--- src/pkg/crc_defs.svh ---
/*
  Offsets, bit positions, reset values and ladder constants for the
  comparator reference control block.
  Assumes inclusion by bare name; definitions only.
*/
`ifndef CRC_DEFS_SVH
`define CRC_DEFS_SVH

`define CRC_OFS_REFSEL    4'h0
`define CRC_OFS_LADDER    4'h4
`define CRC_OFS_FIXED     4'h8

`define CRC_BIT_MIR1      7
`define CRC_BIT_MIR2      6
`define CRC_BIT_RSEL1     5
`define CRC_BIT_RSEL2     4

`define CRC_BIT_LAD_EN    7
`define CRC_BIT_LAD_PIN   6
`define CRC_BIT_LAD_RANGE 5
`define CRC_BIT_LAD_SRC   4

`define CRC_BIT_FIX_EN    7
`define CRC_BIT_FIX_STAB  6

`define CRC_RST_REFSEL    2'h0
`define CRC_RST_LADDER    8'h00
`define CRC_RST_FIXED     1'h0

`define CRC_LOW_DEN       6'h18
`define CRC_HIGH_DEN      6'h20
`define CRC_HIGH_OFS      5'h08

`endif

--- src/pkg/crc_pkg.sv ---
/*
  Types shared by the comparator reference control modules.
  Assumes nothing beyond a SystemVerilog compiler.
*/
package crc_pkg;
  typedef logic [3:0] crc_level_type;
  typedef logic [4:0] crc_tap_type;
  typedef logic [5:0] crc_den_type;
  typedef enum logic [1:0] {
    ST_IDLE = 2'b01,
    ST_ACK  = 2'b10
  } crc_state_type;
endpackage

--- src/pkg/crc_lad_if.sv ---
/*
  Carrier between register file and ladder decoder.
  Assumes both ends run on the same clock.
*/
`timescale 1ns/1ps
`default_nettype none
interface crc_lad_if;
  import crc_pkg::*;
  logic          enable;
  logic          range;
  logic          source;
  crc_level_type level;
  crc_tap_type   tap_num;
  crc_den_type   tap_den;
  logic          add_neg;
  logic          div_on;
  logic          clamp;
  logic          span_ext;
  modport ctrl (output enable, range, source, level,
                input  tap_num, tap_den, add_neg, div_on, clamp, span_ext);
  modport ladder (input  enable, range, source, level,
                  output tap_num, tap_den, add_neg, div_on, clamp, span_ext);
endinterface
`default_nettype wire

--- src/rtl/crc_ladder.sv ---
/*
  Ladder decoder: turns the stored controls into registered tap,
  divisor, rail and power controls for the analog ladder.
  Assumes controls come from logic on the same clock.
*/
`timescale 1ns/1ps
`default_nettype none
`include "crc_defs.svh"
module crc_ladder (
  input  wire logic clk_i,      // System clock
  input  wire logic rstn_i,     // Async reset, low
  crc_lad_if.ladder lad         // Controls in, decode out
);
  import crc_pkg::*;

  crc_tap_type num_q, num_d;
  crc_den_type den_q, den_d;
  logic        neg_q, neg_d;
  logic        pwr_q, pwr_d;
  logic        clamp_q, clamp_d;
  logic        ext_q, ext_d;

  always_comb begin
    num_d   = lad.range ? {1'b0, lad.level}
                        : `CRC_HIGH_OFS + {1'b0, lad.level};
    den_d   = lad.range ? `CRC_LOW_DEN : `CRC_HIGH_DEN;
    neg_d   = lad.source;
    ext_d   = lad.source;
    pwr_d   = lad.enable;
    clamp_d = !lad.enable && lad.range && (lad.level == 4'h0);
  end

  always_ff @(posedge clk_i or negedge rstn_i) begin
    if (!rstn_i) begin
      num_q   <= 5'h08;
      den_q   <= 6'h20;
      neg_q   <= 1'b0;
      pwr_q   <= 1'b0;
      clamp_q <= 1'b0;
      ext_q   <= 1'b0;
    end else begin
      num_q   <= num_d;
      den_q   <= den_d;
      neg_q   <= neg_d;
      pwr_q   <= pwr_d;
      clamp_q <= clamp_d;
      ext_q   <= ext_d;
    end
  end

  assign lad.tap_num  = num_q;
  assign lad.tap_den  = den_q;
  assign lad.add_neg  = neg_q;
  assign lad.div_on   = pwr_q;
  assign lad.clamp    = clamp_q;
  assign lad.span_ext = ext_q;
endmodule // crc_ladder
`default_nettype wire

--- src/rtl/crc_top.sv ---
/*
  Comparator reference control: Wishbone classic register slave,
  reference routing, comparator mirrors, ladder and pin controls.
  Assumes analog blocks act on the control outputs; comparator,
  stable flag and pin levels arrive asynchronously.
*/
`timescale 1ns/1ps
`default_nettype none
`include "crc_defs.svh"
module crc_top (
  input  wire logic        clk_i,                 // 50 MHz clock
  input  wire logic        rstn_i,                // Async reset, low
  input  wire logic        wb_cyc_i,              // Bus cycle
  input  wire logic        wb_stb_i,              // Strobe
  input  wire logic        wb_we_i,               // Write
  input  wire logic [3:0]  wb_adr_i,              // Byte address
  input  wire logic [3:0]  wb_sel_i,              // Byte enables
  input  wire logic [31:0] wb_dat_i,              // Write data
  output logic      [31:0] wb_dat_o,              // Read data
  output logic             wb_ack_o,              // Acknowledge
  input  wire logic        cmp1_out_i,            // Comparator 1 output
  input  wire logic        cmp2_out_i,            // Comparator 2 output
  input  wire logic        cmp1_noninv_src_sel_i, // C1 uses internal ref
  input  wire logic        cmp2_noninv_src_sel_i, // C2 uses internal ref
  input  wire logic        fixed_ref_stable_i,    // Fixed ref settled
  input  wire logic        ref_pin_i,             // Ref pin digital level
  output logic             cmp1_ref_sel_o,        // 1 ladder, 0 fixed
  output logic             cmp2_ref_sel_o,        // 1 ladder, 0 fixed
  output logic             cmp1_ref_node_conn_o,  // Node to C1 input
  output logic             cmp2_ref_node_conn_o,  // Node to C2 input
  output logic             ladder_divider_on_o,   // Divider current
  output crc_pkg::crc_tap_type ladder_tap_num_o,  // Tap numerator
  output crc_pkg::crc_den_type ladder_tap_den_o,  // Tap divisor
  output logic             ladder_add_neg_rail_o, // Add lower rail
  output logic             ladder_span_ext_o,     // Span from ref pins
  output logic             ladder_ground_clamp_o, // Clamp to ground
  output logic             ladder_pin_out_en_o,   // Ladder onto pin
  output logic             pin_dig_out_dis_o,     // Kill pin driver
  output logic             pin_dig_in_dis_o,      // Kill pin detector
  output logic             pin_read_o,            // Pin digital read
  output logic             fixed_ref_enable_o     // Fixed ref power
);
  import crc_pkg::*;

  crc_lad_if lad_if ();

  // Async inputs: first stage only feeds second stage
  logic [1:0] cmp_meta_q, cmp_meta_d;
  logic [1:0] cmp_sync_q, cmp_sync_d;
  logic       stab_meta_q, stab_meta_d;
  logic       stab_sync_q, stab_sync_d;
  logic       pin_meta_q, pin_meta_d;
  logic       pin_sync_q, pin_sync_d;

  always_comb begin
    cmp_meta_d  = {cmp1_out_i, cmp2_out_i};
    cmp_sync_d  = cmp_meta_q;
    stab_meta_d = fixed_ref_stable_i;
    stab_sync_d = stab_meta_q;
    pin_meta_d  = ref_pin_i;
    pin_sync_d  = pin_meta_q;
  end

  always_ff @(posedge clk_i or negedge rstn_i) begin
    if (!rstn_i) begin
      cmp_meta_q  <= 2'h0;
      cmp_sync_q  <= 2'h0;
      stab_meta_q <= 1'b0;
      stab_sync_q <= 1'b0;
      pin_meta_q  <= 1'b0;
      pin_sync_q  <= 1'b0;
    end else begin
      cmp_meta_q  <= cmp_meta_d;
      cmp_sync_q  <= cmp_sync_d;
      stab_meta_q <= stab_meta_d;
      stab_sync_q <= stab_sync_d;
      pin_meta_q  <= pin_meta_d;
      pin_sync_q  <= pin_sync_d;
    end
  end

  function automatic logic hit(input logic [3:0] adr,
                               input logic [3:0] ofs);
    hit = (adr == ofs);
  endfunction

  crc_state_type state_q, state_d;
  logic [7:0]    rdata_q, rdata_d;
  logic [1:0]    ref_sel_q, ref_sel_d;
  logic [7:0]    lad_q, lad_d;
  logic          fix_q, fix_d;
  logic          conn1_q, conn1_d;
  logic          conn2_q, conn2_d;
  logic          pin_rd_q, pin_rd_d;
  logic          req;
  logic          wr;

  assign req = wb_cyc_i && wb_stb_i;
  // Writes land on the acknowledging edge only, lane 0 carries data
  assign wr  = (state_q == ST_ACK) && req && wb_we_i && wb_sel_i[0];

  always_comb begin
    state_d   = state_q;
    rdata_d   = rdata_q;
    ref_sel_d = ref_sel_q;
    lad_d     = lad_q;
    fix_d     = fix_q;
    unique case (state_q)
      ST_IDLE: begin
        if (req) begin
          state_d = ST_ACK;
          rdata_d = 8'h00;
          if (hit(wb_adr_i, `CRC_OFS_REFSEL)) begin
            rdata_d[`CRC_BIT_MIR1]  = cmp_sync_q[1];
            rdata_d[`CRC_BIT_MIR2]  = cmp_sync_q[0];
            rdata_d[`CRC_BIT_RSEL1] = ref_sel_q[1];
            rdata_d[`CRC_BIT_RSEL2] = ref_sel_q[0];
          end else if (hit(wb_adr_i, `CRC_OFS_LADDER)) begin
            rdata_d = lad_q;
          end else if (hit(wb_adr_i, `CRC_OFS_FIXED)) begin
            rdata_d[`CRC_BIT_FIX_EN]   = fix_q;
            rdata_d[`CRC_BIT_FIX_STAB] = stab_sync_q;
          end
        end
      end
      ST_ACK: begin
        state_d = ST_IDLE;
        if (wr) begin
          if (hit(wb_adr_i, `CRC_OFS_REFSEL)) begin
            // Mirror and unused bits are dropped
            ref_sel_d = {wb_dat_i[`CRC_BIT_RSEL1],
                         wb_dat_i[`CRC_BIT_RSEL2]};
          end else if (hit(wb_adr_i, `CRC_OFS_LADDER)) begin
            lad_d = wb_dat_i[7:0];
          end else if (hit(wb_adr_i, `CRC_OFS_FIXED)) begin
            fix_d = wb_dat_i[`CRC_BIT_FIX_EN];
          end
        end
      end
    endcase
  end

  always_comb begin
    // Node connects only when the comparator picks its internal ref
    conn1_d  = cmp1_noninv_src_sel_i;
    conn2_d  = cmp2_noninv_src_sel_i;
    pin_rd_d = lad_q[`CRC_BIT_LAD_PIN] ? 1'b0 : pin_sync_q;
  end

  // No sleep input: Sleep and wake never touch these registers
  always_ff @(posedge clk_i or negedge rstn_i) begin
    if (!rstn_i) begin
      state_q   <= ST_IDLE;
      rdata_q   <= 8'h00;
      ref_sel_q <= `CRC_RST_REFSEL;
      lad_q     <= `CRC_RST_LADDER;
      fix_q     <= `CRC_RST_FIXED;
      conn1_q   <= 1'b0;
      conn2_q   <= 1'b0;
      pin_rd_q  <= 1'b0;
    end else begin
      state_q   <= state_d;
      rdata_q   <= rdata_d;
      ref_sel_q <= ref_sel_d;
      lad_q     <= lad_d;
      fix_q     <= fix_d;
      conn1_q   <= conn1_d;
      conn2_q   <= conn2_d;
      pin_rd_q  <= pin_rd_d;
    end
  end

  assign lad_if.enable = lad_q[`CRC_BIT_LAD_EN];
  assign lad_if.range  = lad_q[`CRC_BIT_LAD_RANGE];
  assign lad_if.source = lad_q[`CRC_BIT_LAD_SRC];
  assign lad_if.level  = lad_q[3:0];

  crc_ladder u_ladder (
    .clk_i  (clk_i),
    .rstn_i (rstn_i),
    .lad    (lad_if.ladder)
  );

  assign wb_ack_o              = (state_q == ST_ACK);
  assign wb_dat_o              = {24'h000000, rdata_q};
  assign cmp1_ref_sel_o        = ref_sel_q[1];
  assign cmp2_ref_sel_o        = ref_sel_q[0];
  assign cmp1_ref_node_conn_o  = conn1_q;
  assign cmp2_ref_node_conn_o  = conn2_q;
  assign ladder_divider_on_o   = lad_if.div_on;
  assign ladder_tap_num_o      = lad_if.tap_num;
  assign ladder_tap_den_o      = lad_if.tap_den;
  assign ladder_add_neg_rail_o = lad_if.add_neg;
  assign ladder_span_ext_o     = lad_if.span_ext;
  assign ladder_ground_clamp_o = lad_if.clamp;
  assign ladder_pin_out_en_o   = lad_q[`CRC_BIT_LAD_PIN];
  assign pin_dig_out_dis_o     = lad_q[`CRC_BIT_LAD_PIN];
  assign pin_dig_in_dis_o      = lad_q[`CRC_BIT_LAD_PIN];
  assign pin_read_o            = pin_rd_q;
  assign fixed_ref_enable_o    = fix_q;
endmodule // crc_top
`default_nettype wire

--- config.mk ---
export PLATFORM = sky130hd
export DESIGN_NAME = crc_top
export DESIGN_NICKNAME = d
export VERILOG_FILES = /design/src/pkg/crc_pkg.sv /design/src/pkg/crc_lad_if.sv /design/src/rtl/crc_ladder.sv /design/src/rtl/crc_top.sv
export VERILOG_INCLUDE_DIRS = /design/src /design/src/pkg
export SDC_FILE = /design/constraint.sdc
export NUM_CORES = 1
export LEC_CHECK = 0
export BUFFER_PORTS_ARGS = -buffer_cell sky130_fd_sc_hd__buf_2
export CORE_ASPECT_RATIO = 1.2
export CORE_UTILIZATION = 40
export DETAILED_ROUTE_END_ITERATION = 10
export PLACE_DENSITY = 0.76
export SLEW_MARGIN = 20
export SYNTH_ARGS = -nofsm -noshare
export SYNTH_HDL_FRONTEND = slang
export SYNTH_SLANG_ARGS = --single-unit
--- constraint.sdc ---
create_clock -name clk_i -period 1.8 [get_ports clk_i]
set_input_delay 0.09 -clock clk_i [delete_from_list [all_inputs] [get_ports clk_i]]
set_output_delay 0.09 -clock clk_i [all_outputs]
set_load 0.01 [all_outputs]
==> results.toml <==
[run_status]
outcome = "completed"

[logic_synthesis]
yosysTopAreaCellShare_pct = 56.69
synth_edf_count = 0
synth_common_cells = "dfrtp_1 (39), buf_4 (31), mux2_2 (11)"
yosys_warnings = 0
synth.avg_cell_area_um2 = 13.24
syn_area_mm2 = 0.001722
yosys.cell_count.top_type = "dfrtp_1"
ys_seq_area_share_pct = 61.26
ys_top_cells_by_area = "dfrtp_1 (57%), buf_4 (14%), mux2_2 (7.2%)"
async_reset_ff_share_pct = 100.0
ys_ff_latch = 42
synth-main-ff-cell = "dfrtp_1"
ys_types = 28
synthCells = 130
yosysTopAreaCell = "dfrtp_1"

[place]
portBuffers = 53
dp_hpwl_um = 2078
gp_congestion = 0.7874
placed_cell_area_mm2 = 0.001953

[finish]
diodes = 0
finish.instance_area_mm2 = 0.002115
area_growth_pct = 22.82
drive_above_1_share_pct = 41.62
fin_util_pct = 52.40
fin_nets = 248

[clock_tree]
cts_tree = "yes"
cts_hold_buf = 7
clock-root-buffer = "clkbuf_8"
post-cts-setup-buffers = 0
cts_max_level = 2
cts_sinks = 42
cts_made_buffers = 5
post_cts_resized = 0
clock_path_buffers = 2
clk_pin_slew_ns = 0.08
clk_latency_ns = 0.29

[floorplan]
io_pins = 108
die_area_mm2 = 0.004572
core-area_mm2 = 0.004035
die_h_um = 73.87
start_util_pct = 42.67
die_x_um = 61.89
rows = 25

[sta]
fmax_mhz = 663.8
max_slew_margin_pct = 60.62
period_needed_ns = 1.507
drv_slew = 0
timing.hold.ws_ns = 0.03314
hold_viol = 0
final.setup.tns_ns = 0
fin_skew_ns = 0.006829
post-route-period-util_pct = 83.70
tightest_slew_ns = 0.5906
finalSetupViolCount = 0
rsz0062_at_grt = "false"

[route]
firstDrtPassIters = 5
drt_iter0_markers = 16
drt-met1-wl_um = 1235
wl_met3_um = 211
top_layer = "met4"
drc_errors = 0
wl_met2_um = 1279
postRouteAntennaNets = 0
routed_wl_um = 2790
route.vias.total = 1091
vias_per_cell = 4.347
wl_per_cell_um = 11.12

[setup_path]
startpoint = "state_q[0]"
crit_slowest_cell = "nor3_1"
cp-end-kind = "register"
slowest_delay_ns = 0.40
arrival_ns = 1.69
cp_data_required_time_ns = 1.98
crit_type = "register to register"
worst-path-max-fanout = 6
crit_chain = "nand2b_1 -> nor3_1 -> mux2_2"
timing.rr.start = "state_q[0]"
cp-start-kind = "register"

[global_route]
overflow = 0
first_global_vias = 985
antenna_found_initial = 0
grt_pass1_wl_um = 4305
grt.total_usage_pct = 13.65
grt_max_degree = 29

[power]
cellLeakagePower_nw = 1.145
p_per_area_mw_per_mm2 = 953.3
ir_drop_mv = 0.5068

[flow_run]
maxCapViolations = 0

[min_path]
hold_class = "primary input to register"
hp-start = "wb_dat_i[2]"
path summary, 6_finish.rpt:
| check | endpoint | slack (ns) | depth (start not counted) |
|---|---|---|---|
| worst max-delay path | ref_sel_q[1] | 0.29 | 3 |
| worst min-delay path | lad_q[2] | 0.03 | 2 |
| worst max register to register | ref_sel_q[1] | 0.29 | 3 |
| worst min register to register | pin_sync_q | 0.35 | 0 |
| max in group asynchronous | lad_q[2] | 0.91 | 3 |
| min in group asynchronous | u_ladder.lad.tap_num[4] | 0.34 | 2 |
flip-flops by register name, indices dropped and copies added, names as in the netlist, 2 cells and up:
signal and count:
ref_sel_q 2, state_q 2, cmp_meta_q 2, lad_q 8
rdata_q 8, cmp_sync_q 2, u_ladder.lad.tap_den 2, u_ladder.lad.tap_num 5
layout by cell type, fill, tap and decap left out, drive strengths merged, types with 2 or more instances in the layout:
cell         count
a2111oi          2
a21oi            2
a22o             6
a22oi            2
buf             58
clkbuf           7
conb            27
dfrtp           39
dfstp            3
dlygate4sd3      7
inv              4
mux2            11
nand2            4
nand2b           3
nor2b            3
nor3             4
o21ai            2
or4              2
or4b             2
stage by stage:
step                worst slack [ns]  power (mW)  instances
floorplan                     0.3853       1.331        156
global placement              0.2030       1.414        236
detailed placement            0.2082       1.426        236
CTS                           0.3047       2.043        251
global route                  0.2410       2.122        251
finish                        0.2934       2.016        251
where the power goes:
part           switching [mW]  internal [mW]
Clock                   0.293          0.309
Sequential             0.0459           1.04
Combinational           0.183          0.142
cell families after synthesis:
family                     share of synthesized area (%)
DFF                                                61.27
buffers and inverters                              14.61
and+or+nand+nor                                    9.884
AOI/OAI and AO/OA                                  6.105
muxes                                              7.195
adders and majority gates                         0.7266
other                                             0.2178
area by class of cell:
cell class | count | area [um2]
Multi-Input combinational cell | 78 | 513.0
Tap cell | 54 | 67.56
Clock inverter | 1 | 5.005
Inverter | 4 | 15.01
Fill cell | 384 | 1921
Clock buffer | 7 | 86.33
Timing Repair Buffer | 65 | 372.9
Sequential cell | 42 | 1055
worst max-delay path, delay by kind of cell, from the launching register on:
kind          cells  cell delay [ns]
mux               1             0.38
flops             1             0.38
simple gates      2             0.64
per-layer routing:
metal / GRT usage [%] / up-vias
li1: - / 525
met5: 0 / -
met1: 16.82 / 505
met2: 20.07 / 54
met4: 7.407 / 0
met3: 5.634 / 7
Note: power is estimated with default switching activity, not from simulation.
